--- src/hw/sss_defines.svh ---
`ifndef SSS_DEFINES_SVH
`define SSS_DEFINES_SVH

// ----------------------------------------
// timing
// ----------------------------------------
`define SSS_CLK_PERIOD_NS 4
`define SSS_SW_PER_250_NS 4000
`define SSS_SW_PER_500_NS 2000
`define SSS_SW_CYC_250 (`SSS_SW_PER_250_NS / `SSS_CLK_PERIOD_NS)
`define SSS_SW_CYC_500 (`SSS_SW_PER_500_NS / `SSS_CLK_PERIOD_NS)
`define SSS_SS_STEPS 32
`define SSS_SS_TOTAL_250 1024
`define SSS_SS_TOTAL_500 2048
`define SSS_SS_STEP_250 (`SSS_SS_TOTAL_250 / `SSS_SS_STEPS)
`define SSS_SS_STEP_500 (`SSS_SS_TOTAL_500 / `SSS_SS_STEPS)
`define SSS_OC_FILT_NS 50000
`define SSS_OC_FILT_CYC ((`SSS_OC_FILT_NS + `SSS_CLK_PERIOD_NS - 1) / `SSS_CLK_PERIOD_NS)
`define SSS_FAULT_TICKS_DEF 256
`define SSS_RST_TICKS_DEF 512

// ----------------------------------------
// register map
// ----------------------------------------
`define SSS_OFS_CTRL 12'h000
`define SSS_OFS_STAT 12'h004
`define SSS_OFS_REF_LO 12'h008
`define SSS_OFS_REF_HI 12'h00c
`define SSS_CTRL_RST 32'h0000_0003
`define SSS_CTRL_UV_EN 0
`define SSS_CTRL_OC_EN 1
`define SSS_STAT_FAULT 0
`define SSS_STAT_THERM 1
`define SSS_STAT_RST_OPEN 2
`define SSS_STAT_RATE 3
`define SSS_STAT_RUN 4
`define SSS_STAT_EN_LSB 8
`define SSS_STAT_DONE_LSB 16

`endif

--- src/hw/sss_pkg.sv ---
package sss_pkg;
    typedef enum logic [1:0] {
        SSS_RS_HOLD = 2'b00,
        SSS_RS_TIME = 2'b01,
        SSS_RS_OPEN = 2'b10
    } sss_rst_state_t;
    typedef logic [5:0] sss_code_t;
endpackage : sss_pkg

--- src/hw/sss_ramp_if.sv ---
interface sss_ramp_if;
    logic run;
    logic sw_tick;
    logic rate_hi;
    sss_pkg::sss_code_t code;
    logic done;
    modport ctl (output run, output sw_tick, output rate_hi, input code, input done);
    modport ramp (input run, input sw_tick, input rate_hi, output code, output done);
endinterface : sss_ramp_if

--- src/hw/sss_ramp.sv ---
`include "sss_defines.svh"

module sss_ramp #(
    parameter bit NEG = 1'b0
) (
    input wire logic clk_sys_i, // system clock
    input wire logic rst_b_i, // async reset, active low
    sss_ramp_if.ramp bus // ramp control and result
);
    localparam logic [6:0] STEP_LO = 7'(`SSS_SS_STEP_250);
    localparam logic [6:0] STEP_HI = 7'(`SSS_SS_STEP_500);
    localparam sss_pkg::sss_code_t STEPS = 6'(`SSS_SS_STEPS);

    logic [6:0] sub_ff;
    sss_pkg::sss_code_t cnt_ff;
    logic [6:0] nxt_sub;
    sss_pkg::sss_code_t nxt_cnt;

    wire [6:0] step_len = bus.rate_hi ? STEP_HI : STEP_LO;
    wire at_top = (cnt_ff == STEPS);
    wire step_end = bus.sw_tick && (sub_ff == step_len - 7'd1);

    // disabled ramp sits at its start value, so every enable restarts it
    assign nxt_sub = !bus.run || at_top ? 7'd0 : (step_end ? 7'd0 : sub_ff + 7'(bus.sw_tick));
    assign nxt_cnt = !bus.run ? 6'd0 : ((step_end && !at_top) ? cnt_ff + 6'd1 : cnt_ff);

    always_ff @(posedge clk_sys_i or negedge rst_b_i) begin
        if (!rst_b_i) begin
            sub_ff <= 7'd0;
            cnt_ff <= 6'd0;
        end else begin
            sub_ff <= nxt_sub;
            cnt_ff <= nxt_cnt;
        end
    end

    // negative rail counts down from the logic supply level to its floor
    assign bus.code = NEG ? STEPS - cnt_ff : cnt_ff;
    assign bus.done = at_top;
endmodule : sss_ramp

--- src/hw/sss_sync.sv ---
module sss_sync #(
    parameter int W = 1
) (
    input wire logic clk_sys_i, // system clock
    input wire logic rst_b_i, // async reset, active low
    input wire logic [W-1:0] async_i, // pin levels
    output logic [W-1:0] sync_o // filtered levels
);
    genvar g;
    generate
        for (g = 0; g < W; g++) begin : g_bit
            logic s1_ff;
            logic s2_ff;
            logic s3_ff;
            logic out_ff;
            wire agree = (s2_ff == s3_ff);
            always_ff @(posedge clk_sys_i or negedge rst_b_i) begin
                if (!rst_b_i) begin
                    s1_ff <= 1'b0;
                    s2_ff <= 1'b0;
                    s3_ff <= 1'b0;
                    out_ff <= 1'b0;
                end else begin
                    s1_ff <= async_i[g];
                    s2_ff <= s1_ff;
                    s3_ff <= s2_ff;
                    out_ff <= agree ? s3_ff : out_ff;
                end
            end
            assign sync_o[g] = out_ff;
        end
    endgenerate
endmodule : sss_sync

--- src/hw/sss_top.sv ---
`include "sss_defines.svh"

// Functional notes
// - each regulator restarts its reference ramp whenever it becomes enabled
// - positive references rise from zero to full reference in 32 steps
// - negative reference falls from logic supply level to floor in 32 steps
// - ramp lasts 1024 switching cycles at 250kHz, 2048 at 500kHz
// - rate select high picks 500kHz, low picks 250kHz
// - supervisor reset driven low while monitor input is below threshold
// - reset also low during lockout, enable low, or any latch set
// - reset released only after monitor stays good for full timeout
// - supervisor reset output feeds only the status register, no regulator logic
// - after ramp done, low output starts the fault timer
// - low output lasting the full timer sets fault latch, disables regulators
// - fault latch keeps the internal logic supply running
// - rising sequence or enable edge clears fault latch once condition gone
// - over-temperature sets thermal latch at once, shuts everything down
// - thermal latch cleared only by power cycle, not enable or sequence
// - overcurrent sets the shared fault latch, disabling all regulators
// - overcurrent events shorter than 50us never set the latch
// - tripped valley limit during low-side conduction blocks next high-side pulse
// - step-down starts only with lockout off, enable high, latches clear
// - first logic linear regulator starts after step-down ramp completes
// - lockout release clears both fault and thermal latches
module sss_top #(
    parameter int FAULT_TICKS = `SSS_FAULT_TICKS_DEF,
    parameter int RST_TICKS = `SSS_RST_TICKS_DEF,
    parameter int OC_FILT_CYC = `SSS_OC_FILT_CYC,
    parameter int NREG = 6
) (
    input wire logic clk_sys_i, // 250 MHz system clock
    input wire logic rst_b_i, // async reset, supply lockout, active low
    input wire logic psel_i, // apb select
    input wire logic penable_i, // apb enable
    input wire logic pwrite_i, // apb write
    input wire logic [11:0] paddr_i, // apb byte address
    input wire logic [31:0] pwdata_i, // apb write data
    output logic [31:0] prdata_o, // apb read data
    output logic pready_o, // apb ready
    output logic pslverr_o, // apb error
    input wire logic en_i, // enable comparator
    input wire logic sequence_control_i, // sequence control input
    input wire logic switching_rate_select_i, // high 500kHz, low 250kHz
    input wire logic reset_monitor_input_i, // monitor above trip threshold
    input wire logic over_temp_i, // junction over temperature
    input wire logic over_current_i, // sense above overcurrent threshold
    input wire logic [5:0] out_low_i, // output below 90%, buck, lr1..lr5
    input wire logic [3:0] onl_reached_i, // on-threshold reached, lr2..lr5
    input wire logic ls_conduct_i, // low-side conduction interval
    input wire logic valley_trip_i, // valley current-limit comparator
    output logic buck_en_o, // step-down enable
    output logic [4:0] linear_regulator_channel_en_o, // lr1..lr5 enable
    output logic internal_logic_supply_en_o, // logic supply enable
    output logic onl_source_o, // on-pin current sources active
    output logic [35:0] ss_code_o, // ramp codes, 6 bits per regulator
    output logic hs_inhibit_o, // block next high-side on-time
    output logic sup_rst_o, // open-drain reset level
    output logic sup_rst_oe_b_o // low while reset pin is pulled low
);
    // ----------------------------------------
    // pin synchronisation
    // ----------------------------------------
    localparam int NPIN = 18;
    logic [NPIN-1:0] pin_s;

    sss_sync #(.W(NPIN)) u_sync (
        .clk_sys_i(clk_sys_i),
        .rst_b_i(rst_b_i),
        .async_i({valley_trip_i, ls_conduct_i, onl_reached_i, out_low_i, over_current_i,
                  over_temp_i, reset_monitor_input_i, switching_rate_select_i,
                  sequence_control_i, en_i}),
        .sync_o(pin_s)
    );

    wire en_s = pin_s[0];
    wire seq_s = pin_s[1];
    wire rate_s = pin_s[2];
    wire mon_s = pin_s[3];
    wire ot_s = pin_s[4];
    wire oc_s = pin_s[5];
    wire [5:0] low_s = pin_s[11:6];
    wire [3:0] onl_s = pin_s[15:12];
    wire ls_s = pin_s[16];
    wire valley_s = pin_s[17];

    // ----------------------------------------
    // registers
    // ----------------------------------------
    logic [31:0] ctrl_ff;
    logic fault_ff;
    logic therm_ff;
    logic en_d_ff;
    logic seq_d_ff;
    logic [9:0] sw_div_ff;
    logic sw_tick_ff;
    logic [15:0] uv_cnt_ff;
    logic [15:0] oc_cnt_ff;
    logic [15:0] rst_cnt_ff;
    sss_pkg::sss_rst_state_t rst_st_ff;
    logic rst_oe_b_ff;
    logic hs_inh_ff;
    logic [31:0] prdata_ff;
    logic pslverr_ff;

    // ----------------------------------------
    // switching clock tick
    // ----------------------------------------
    localparam logic [9:0] DIV_250 = 10'(`SSS_SW_CYC_250);
    localparam logic [9:0] DIV_500 = 10'(`SSS_SW_CYC_500);

    wire [9:0] div_len = rate_s ? DIV_500 : DIV_250;
    wire div_end = (sw_div_ff >= div_len - 10'd1);
    wire [9:0] nxt_sw_div = div_end ? 10'd0 : sw_div_ff + 10'd1;

    always_ff @(posedge clk_sys_i or negedge rst_b_i) begin
        if (!rst_b_i) begin
            sw_div_ff <= 10'd0;
            sw_tick_ff <= 1'b0;
        end else begin
            sw_div_ff <= nxt_sw_div;
            sw_tick_ff <= div_end;
        end
    end

    // ----------------------------------------
    // enables and ramps
    // ----------------------------------------
    // lockout is the reset, so it never reaches this point active
    wire buck_run = en_s && !fault_ff && !therm_ff;
    logic [NREG-1:0] reg_run;
    logic [NREG-1:0] reg_done;

    sss_ramp_if rif[NREG]();

    assign reg_run[0] = buck_run;
    assign reg_run[1] = buck_run && reg_done[0];
    assign reg_run[5:2] = {4{buck_run}} & onl_s;

    genvar r;
    generate
        for (r = 0; r < NREG; r++) begin : g_reg
            assign rif[r].run = reg_run[r];
            assign rif[r].sw_tick = sw_tick_ff;
            assign rif[r].rate_hi = rate_s;
            assign reg_done[r] = rif[r].done;
            assign ss_code_o[6*r +: 6] = rif[r].code;
            // last channel is the negative rail
            sss_ramp #(.NEG(r == NREG - 1)) u_ramp (
                .clk_sys_i(clk_sys_i),
                .rst_b_i(rst_b_i),
                .bus(rif[r].ramp)
            );
        end
    endgenerate

    assign buck_en_o = reg_run[0];
    assign linear_regulator_channel_en_o = reg_run[5:1];
    assign internal_logic_supply_en_o = !therm_ff;
    assign onl_source_o = buck_run && seq_s;

    // ----------------------------------------
    // undervoltage timer
    // ----------------------------------------
    localparam logic [15:0] FAULT_LEN = 16'(FAULT_TICKS);

    // only regulators that finished their ramp are watched
    wire uv_cond = ctrl_ff[`SSS_CTRL_UV_EN] && |(reg_run & reg_done & low_s);
    wire uv_hit = uv_cond && sw_tick_ff && (uv_cnt_ff == FAULT_LEN - 16'd1);
    wire [15:0] nxt_uv_cnt = !uv_cond ? 16'd0 : (uv_cnt_ff + 16'(sw_tick_ff && !uv_hit));

    // ----------------------------------------
    // overcurrent filter
    // ----------------------------------------
    localparam logic [15:0] OC_LEN = 16'(OC_FILT_CYC);

    // a dip below threshold restarts the count, so short bursts never latch
    wire oc_cond = ctrl_ff[`SSS_CTRL_OC_EN] && oc_s;
    wire oc_hit = oc_cond && (oc_cnt_ff == OC_LEN - 16'd1);
    wire [15:0] nxt_oc_cnt = !oc_cond ? 16'd0 : (oc_hit ? oc_cnt_ff : oc_cnt_ff + 16'd1);

    always_ff @(posedge clk_sys_i or negedge rst_b_i) begin
        if (!rst_b_i) begin
            uv_cnt_ff <= 16'd0;
            oc_cnt_ff <= 16'd0;
        end else begin
            uv_cnt_ff <= nxt_uv_cnt;
            oc_cnt_ff <= nxt_oc_cnt;
        end
    end

    // ----------------------------------------
    // fault and thermal latches
    // ----------------------------------------
    wire en_rise = en_s && !en_d_ff;
    wire seq_rise = seq_s && !seq_d_ff;
    wire fault_set = uv_hit || oc_hit;
    // clear only once nothing is still pending
    wire fault_clr = (en_rise || seq_rise) && !oc_s && !uv_cond;
    wire nxt_fault = fault_set || (fault_ff && !fault_clr);
    // nothing but reset clears it
    wire nxt_therm = therm_ff || ot_s;

    always_ff @(posedge clk_sys_i or negedge rst_b_i) begin
        if (!rst_b_i) begin
            fault_ff <= 1'b0;
            therm_ff <= 1'b0;
            en_d_ff <= 1'b0;
            seq_d_ff <= 1'b0;
        end else begin
            fault_ff <= nxt_fault;
            therm_ff <= nxt_therm;
            en_d_ff <= en_s;
            seq_d_ff <= seq_s;
        end
    end

    // ----------------------------------------
    // supervisor reset output
    // ----------------------------------------
    localparam logic [15:0] RST_LEN = 16'(RST_TICKS);

    wire rst_hold = !mon_s || !en_s || fault_ff || therm_ff;
    wire rst_full = sw_tick_ff && (rst_cnt_ff == RST_LEN - 16'd1);
    sss_pkg::sss_rst_state_t nxt_rst_st;
    logic [15:0] nxt_rst_cnt;

    always_comb begin
        nxt_rst_st = rst_st_ff;
        nxt_rst_cnt = rst_cnt_ff;
        case (rst_st_ff)
            sss_pkg::SSS_RS_HOLD: begin
                nxt_rst_cnt = 16'd0;
                if (!rst_hold) begin
                    nxt_rst_st = sss_pkg::SSS_RS_TIME;
                end
            end
            sss_pkg::SSS_RS_TIME: begin
                if (rst_hold) begin
                    nxt_rst_st = sss_pkg::SSS_RS_HOLD;
                    nxt_rst_cnt = 16'd0;
                end else if (rst_full) begin
                    nxt_rst_st = sss_pkg::SSS_RS_OPEN;
                end else begin
                    nxt_rst_cnt = rst_cnt_ff + 16'(sw_tick_ff);
                end
            end
            sss_pkg::SSS_RS_OPEN: begin
                if (rst_hold) begin
                    nxt_rst_st = sss_pkg::SSS_RS_HOLD;
                    nxt_rst_cnt = 16'd0;
                end
            end
            default: begin
                nxt_rst_st = sss_pkg::SSS_RS_HOLD;
                nxt_rst_cnt = 16'd0;
            end
        endcase
    end

    always_ff @(posedge clk_sys_i or negedge rst_b_i) begin
        if (!rst_b_i) begin
            rst_st_ff <= sss_pkg::SSS_RS_HOLD;
            rst_cnt_ff <= 16'd0;
            rst_oe_b_ff <= 1'b0;
        end else begin
            rst_st_ff <= nxt_rst_st;
            rst_cnt_ff <= nxt_rst_cnt;
            rst_oe_b_ff <= (nxt_rst_st == sss_pkg::SSS_RS_OPEN);
        end
    end

    // pin state is an output only; only the status register samples it
    assign sup_rst_o = 1'b0;
    assign sup_rst_oe_b_o = rst_oe_b_ff;

    // ----------------------------------------
    // valley current limit
    // ----------------------------------------
    // threshold itself is analog, set by valley_limit_setting
    always_ff @(posedge clk_sys_i or negedge rst_b_i) begin
        if (!rst_b_i) begin
            hs_inh_ff <= 1'b0;
        end else begin
            hs_inh_ff <= ls_s && valley_s;
        end
    end

    assign hs_inhibit_o = hs_inh_ff;

    // ----------------------------------------
    // apb slave
    // ----------------------------------------
    wire acc = psel_i && penable_i;
    wire hit_ctrl = (paddr_i == `SSS_OFS_CTRL);
    wire hit_stat = (paddr_i == `SSS_OFS_STAT);
    wire hit_lo = (paddr_i == `SSS_OFS_REF_LO);
    wire hit_hi = (paddr_i == `SSS_OFS_REF_HI);
    wire hit_any = hit_ctrl || hit_stat || hit_lo || hit_hi;
    wire wr_ctrl = acc && pwrite_i && hit_ctrl;

    wire [31:0] stat_word = {10'h000, reg_done, 2'h0, reg_run, 3'h0, buck_run, rate_s,
                             rst_oe_b_ff, therm_ff, fault_ff};
    wire [31:0] lo_word = {2'h0, ss_code_o[23:18], 2'h0, ss_code_o[17:12],
                           2'h0, ss_code_o[11:6], 2'h0, ss_code_o[5:0]};
    wire [31:0] hi_word = {16'h0000, 2'h0, ss_code_o[35:30], 2'h0, ss_code_o[29:24]};
    wire [31:0] rd_word = hit_ctrl ? ctrl_ff :
                          hit_stat ? stat_word :
                          hit_lo ? lo_word :
                          hit_hi ? hi_word : 32'h0000_0000;
    wire [31:0] nxt_ctrl = wr_ctrl ? {30'h0, pwdata_i[1:0]} : ctrl_ff;

    always_ff @(posedge clk_sys_i or negedge rst_b_i) begin
        if (!rst_b_i) begin
            ctrl_ff <= `SSS_CTRL_RST;
            prdata_ff <= 32'h0000_0000;
            pslverr_ff <= 1'b0;
        end else begin
            ctrl_ff <= nxt_ctrl;
            prdata_ff <= (psel_i && !penable_i && !pwrite_i) ? rd_word : prdata_ff;
            pslverr_ff <= (psel_i && !penable_i) ? !hit_any : pslverr_ff;
        end
    end

    // setup cycle captures the answer, access phase completes at once
    assign pready_o = 1'b1;
    assign prdata_o = prdata_ff;
    assign pslverr_o = pslverr_ff && acc;
endmodule : sss_top

--- config.mk ---
export PLATFORM = sky130hd
export DESIGN_NAME = sss_top
export DESIGN_NICKNAME = d
export VERILOG_FILES = /design/src/hw/sss_pkg.sv /design/src/hw/sss_ramp_if.sv /design/src/hw/sss_ramp.sv /design/src/hw/sss_sync.sv /design/src/hw/sss_top.sv
export VERILOG_INCLUDE_DIRS = /design/src /design/src/hw
export SDC_FILE = /design/constraint.sdc
export NUM_CORES = 1
export LEC_CHECK = 0
export BUFFER_PORTS_ARGS = -buffer_cell sky130_fd_sc_hd__buf_2
export CAP_MARGIN = 10
export CORE_UTILIZATION = 40
export DETAILED_ROUTE_END_ITERATION = 7
export PLACE_DENSITY = 0.7
export SLEW_MARGIN = 20
export SYNTH_ARGS = -nofsm -noshare
export SYNTH_HDL_FRONTEND = slang
export SYNTH_SLANG_ARGS = --single-unit
--- constraint.sdc ---
create_clock -name clk_sys_i -period 7.3 [get_ports clk_sys_i]
set_clock_uncertainty 0.2 [all_clocks]
set_input_delay 1.46 -clock clk_sys_i [delete_from_list [all_inputs] [get_ports clk_sys_i]]
set_output_delay 1.46 -clock clk_sys_i [all_outputs]
set_load 0.05 [all_outputs]
* Yosys cells after proc, flatten, opt, wreduce, memory -nomap -nowiden
Index checks and enable logic that the tools add are counted.
Storage, ports and cells: register bits after elaboration 252, latch bits 0, memory bits (writable) 0, bits in read-only memories 0, input bits 67, logic and storage cells 293, memories kept 0
Cells by class: add/sub/neg operators 19, multipliers 0, divide/modulo/power cells 0, order comparisons 1, equality and inequality tests 48, shifts and indexed selects 0, multiplexer cells 43, bitwise operators 3, reduce and logical (&&, ||, !) cells 80
Operators by type and width (count):
- 2-to-1 mux 16 bit | 6
- 2-to-1 mux 7 bit | 13
- 2-to-1 mux 30 bit | 3
- 2-to-1 mux 6 bit | 12
- adder 7 x 1 -> 7 bit | 6
- == test 7 bit | 6
- adder 6 x 1 -> 6 bit, second input constant | 6
- == test 6 bit, second input constant | 6
- logical AND 1 bit | 35
- adder 16 x 1 -> 16 bit | 2
- case mux 16 bit (2 select lines) | 1
- zero test 1 bit | 25
- == test 12 x 4 -> 1 bit, second input constant | 2
- 2-to-1 mux 10 bit | 2
- == test 1 bit | 18
- adder 16 x 1 -> 16 bit, second input constant | 1
- == test 16 x 14 -> 1 bit, second input constant | 1
- == test 16 x 8 -> 1 bit, second input constant | 1
- == test 16 x 9 -> 1 bit, second input constant | 1
- logical OR 1 bit | 16
- 2-to-1 mux 14 bit | 1
- inequality test 2 bit, second input constant | 7
- AND 6 bit | 2
- == test 12 x 3 -> 1 bit, second input constant | 1
- other kinds (16) | 20

* Depth between registers and ports, before layout
word-level depth 14, mapped depth 15

* By module
Synthesis repeated with hierarchy kept, for this count alone.
Unflattened totals: cell total of the unflattened synthesis 1073, area total of the unflattened synthesis 11527.3 µm²
Modules (own cells, without submodules):
- sss_top | instances 1, cells each 522, area each 4904.7 µm²
- sss_ramp at g_reg[0].u_ramp ... | instances 5, cells each 71, area each 732.0 µm²
- sss_sync | instances 1, cells each 108, area each 2139.6 µm²
- sss_ramp at g_reg[5].u_ramp | instances 1, cells each 88, area each 823.3 µm²

* Worst setup path after synthesis
Ideal clock, no wire load.
path kind input-to-output, start point in penable_i, end point out pslverr_o, data arrival time 1.904 ns, required time 5.640 ns, slack 3.736 ns, stages 1, buffers on the path 0, path through and3_1
On the way: word-level cells in the longest chain between the ends 2
Ends and longest elaborated chain:
- from (decl) | line sss_top.sv:34 | input wire logic penable_i,
- logical AND 1 bit | line sss_top.sv:293 | wire acc = psel_i && penable_i;
- logical AND 1 bit | line sss_top.sv:327 | assign pslverr_o = pslverr_ff && acc;
- to (decl) | line sss_top.sv:40 | output logic pslverr_o,
Every way passes these cells.

* Worst setup path in the final report
start point reg therm_ff, end point out linear_regulator_channel_en_o[0]
On the way: word-level cells in the longest chain between the ends 3
Ends and longest elaborated chain:
- from (decl) | line sss_top.sv:91 | logic therm_ff;
- from (signal assigned) | line sss_top.sv:211 | therm_ff <= nxt_therm;
- zero test 1 bit | line sss_top.sv:129 | wire buck_run = en_s && !fault_ff && !therm_ff;
- logical AND 1 bit | line sss_top.sv:129
- logical AND 1 bit | line sss_top.sv:136 | assign reg_run[1] = buck_run && reg_done[0];
- to (decl) | line sss_top.sv:52 | output logic [4:0] linear_regulator_channel_en_o,
Every way passes these cells.

==> results.md <==
* Result of the run: finished clean
* Number of port buffers at 107
* Routed wire length at 22900 um
* Drt drc at 0
* Final setup TNS at 0 ns
* Most frequent standard cell in the layout excluding fill and tap cells: dfrtp_1
* Top-area cell type share of the netlist area at 0.557
* Reg-to-Reg Start: fault_ff$_DFF_PN0_
* Sequential cell area at 0.00611 mm^2
* Count of flip-flops with a built-in enable after synthesis at 0
* Mean post-synth cell area at between 10 and 15 um^2
* Iteration-0 DRC count of the detailed router at 644
* Seq/Total Area, Yosys at 0.562
* Number of hold buffers added after cts at 0
* Nature of the critical path endpoint: output pin
* Final slew viol count at 0
* Top achievable clock speed at 0.230 GHz
* Worst hold margin at between 0.1 and 0.15 ns
* CP Max Fanout at 15
* Most common flop cell mapped by yosys: dfrtp_1
* Antenna diode count at 0
* Final critical-path share of the clock period at 0.596
* Critical path required time at 5.64 ns
* Worst setup path class: register to output pin
* Total power consumption of the routed design at about 0.0028 W
* DPL Wire Length at 15700 um
* Number of cell instances on the worst register-to-register path at 12
* Post_cts resized at 0
* Via count at 7506
* Adder-Cell Fraction of Synth Area at 0.0546
* Worst-path clk slew at 0.06 ns
* HP Class: register to register
* Post-synthesis simple-gate area fraction at 0.187
* Beginning of the worst hold path: u_sync.g_bit[15].s1_ff$_DFF_PN0_
* Number of global-route vias before repair at 7204
* Endpoint, Worst Hold: u_sync.g_bit[15].s2_ff$_DFF_PN0_
* Most frequent cells in the layout: 242 x dfrtp_1, 149 x nor2_1, 106 x buf_2, 86 x nand2_1, 59 x xor2_1
* Dominant combinational cell family by area after synthesis: simple AND/OR/NAND/NOR gates
* Core area at 0.0264 mm^2
* Post-synth cell types at 67
* Power density relative to cell area at between 200 and 250 mW/mm^2
* Instance count of the mapped netlist at 1010
* Hold violation total from the final report at 0
* Area overhead of the layout relative to synthesis at 15.0%
* Root buffer cell: clkbuf_16
* Share of final-layout standard cells stronger than drive strength 1 at 0.153
* Worst hold stages at 0
* Max-cap violation count at 0
* Register bit count reported by yosys at 244
* Routability Congestion at around 0.81
* Detailed-routing iteration count for the pre-antenna-repair pass at 5
* Source-to-sink clock delay at the later pin of the worst-skew pair at 0.52 ns
* Setup crit start kind: register
* Final-stage net count at ~1200
* Via density per instance at 5.13
* Syn Std Cell Area at 0.0109 mm^2
* Number of post-CTS setup repair buffers at 0
* Largest net degree at the start of global routing at 184
* Signal arrival time at the worst endpoint at 2.69 ns
* Cell type with the largest total area after synthesis: dfrtp_1
* # IOs at 148
* First-pass GRT wire length at between 30000 and 40000 um
* Die width at 167 um
* Share of synthesized flip-flops with an asynchronous set or reset at 1.00
* Worst vdd rail ir drop at 161 uV
* Routed length per placed instance at between 15 and 20 um
* Buffers from clock root to sink, at most at 3
* Top area cells in the synthesized netlist: dfrtp_1 56%, nor2_1 5.1%, xor2_1 4.8%
* Number of buffers created by CTS at 25
* Num Clock Sinks at 244
* Synth Area in Compound Gates at 0.0626
* Post-route minimum period at ~4.3 ns
* Number of antenna violations at the first check in global routing at 0
* Slew headroom at 0.290
* RR Endpoint: uv_cnt_ff[12]$_DFF_PN0_
* Total leakage power at 5.52 nW
* Number of warnings issued by yosys at 0
* Starting Density at 0.412
* CTS tree: built
* Number of endpoints failing setup at the final stage at 0
* Max H-tree Level at 1
* Post-DRT Antenna Nets at 0
* Count of filler cells inserted in the layout at 2385
* Unrepaired setup endpoints after global routing: no
* Footprint of the multi-input gates at ~0.0044 mm^2
* Flop-to-flop setup slack at 3.24 ns
* Die Area at 0.0278 mm^2
* Worst-margin pin slew at 1.06 ns
* Residual overflow from global routing at 0
* Row cnt at 59
* Height of the die at ~170 um
* Xor/xnor cell area share of the yosys netlist at 0.0863
* Share of cell area taken by muxes after synthesis at 0.0113
* Total routing usage reported by global routing at 0.167
[registers in the layout (all words and copies together), names as in the netlist, 2 cells and up]
signal / cells
uv_cnt_ff: 16
rst_st_ff: 2
g.u_ramp.bus.code: 30
u_sync.g_bit.s3_ff: 18
u_sync.g_bit.s1_ff: 18
ctrl_ff: 2
prdata_o: 24
u_sync.g_bit.out_ff: 18
oc_cnt_ff: 16
g.u_ramp.sub_ff: 42
rst_cnt_ff: 16
sw_div_ff: 10
g.u_ramp.cnt_ff: 6
u_sync.g_bit.s2_ff: 18
[where the power goes]
| part | switching [W] | internal, W |
|---|---|---|
| combinational | 0.0000583 | 0.0000216 |
| sequential | 0.0000183 | 0.00138 |
| clock | 0.000514 | 0.000798 |
[layer usage]
metal	vias to the layer above	global-route usage	wire length [um]	part of all wire
met5	-	0	0	0
met4	0	0.0467	595	0.026
met3	42	0.0273	1150	0.050
met2	183	0.264	10400	0.45
met1	3636	0.236	10800	0.47
li1	3645	-	-	-
[kinds of logic (layout without fill, tap and decap cells)]
kind of cell	count (synthesis)	in the layout
compound gates	103	103
mux	9	9
flops	244	244
simple gates	412	412
fa+ha+maj	51	51
buf+inv	82	192
other cells	2	10
xor+xnor	107	107
[how the worst max path moves through the flow]
| stage | start | to | slack [ns] | cells past startpoint |
|---|---|---|---|---|
| 4_1_cts | therm_ff$_DFF_PN0_ | linear_regulator_channel_en_o[0] | 2.95 | 6 |
| 5_1_grt | therm_ff$_DFF_PN0_ | linear_regulator_channel_en_o[0] | 2.86 | 6 |
| 3_5_place_dp | fault_ff$_DFF_PN0_ | uv_cnt_ff[15]$_DFF_PN0_ | 3.25 | 12 |
| 6_report | therm_ff$_DFF_PN0_ | linear_regulator_channel_en_o[0] | 2.95 | 6 |
| 2_1_floorplan | penable_i | pslverr_o | 3.74 | 1 |
| 3_3_place_gp | u_sync.g_bit[0].out_ff$_DFFE_PN0N_ | uv_cnt_ff[15]$_DFF_PN0_ | 3.33 | 12 |
[synthesized netlist by cell type, types with 5 or more instances]
master / count
inv_1: 38
and3_1: 16
buf_4: 16
xor2_1: 59
maj3_1: 18
nor3_1: 10
nand3_1: 52
a21oi_1: 13
nor2_1: 149
xnor2_1: 48
clkbuf_1: 19
a22o_1: 7
a22oi_1: 13
and2_1: 7
buf_2: 5
a31oi_1: 9
nand2_1: 86
nor4_1: 6
ha_1: 33
nor4b_1: 10
o21ai_0: 34
dfrtp_1: 242
mux2_2: 6
nand4_1: 37
[critical path, cell delays in order (launching register included)]
cell and delay [ns]:
dfrtp_1 0.38, inv_1 0.12, nand3b_4 0.18, inv_2 0.35, nand4_1 0.49, inv_1 0.32, buf_2 0.31
[metrics by stage]
stage | worst slack [ns] | util | cell area, um^2 | cells
after floorplan | 3.74 | - | 10900 | 1018
after global placement | 3.33 | 0.442 | 11600 | 1418
after detailed placement | 3.25 | 0.442 | 11600 | 1418
after CTS | 2.95 | 0.474 | 12500 | 1463
after global routing | 2.86 | 0.474 | 12500 | 1463
final | 2.95 | 0.474 | 12500 | 1463
[cell type report]
class	count	area share
Tap cell	335	0.0335
Sequential cell	244	0.489
Inverter	39	0.0117
Timing Repair Buffer	108	0.0453
Clock inverter	7	0.00931
Clock buffer	38	0.0588
Multi-Input combinational cell	692	0.353
Power figures use the tool's default switching activity.
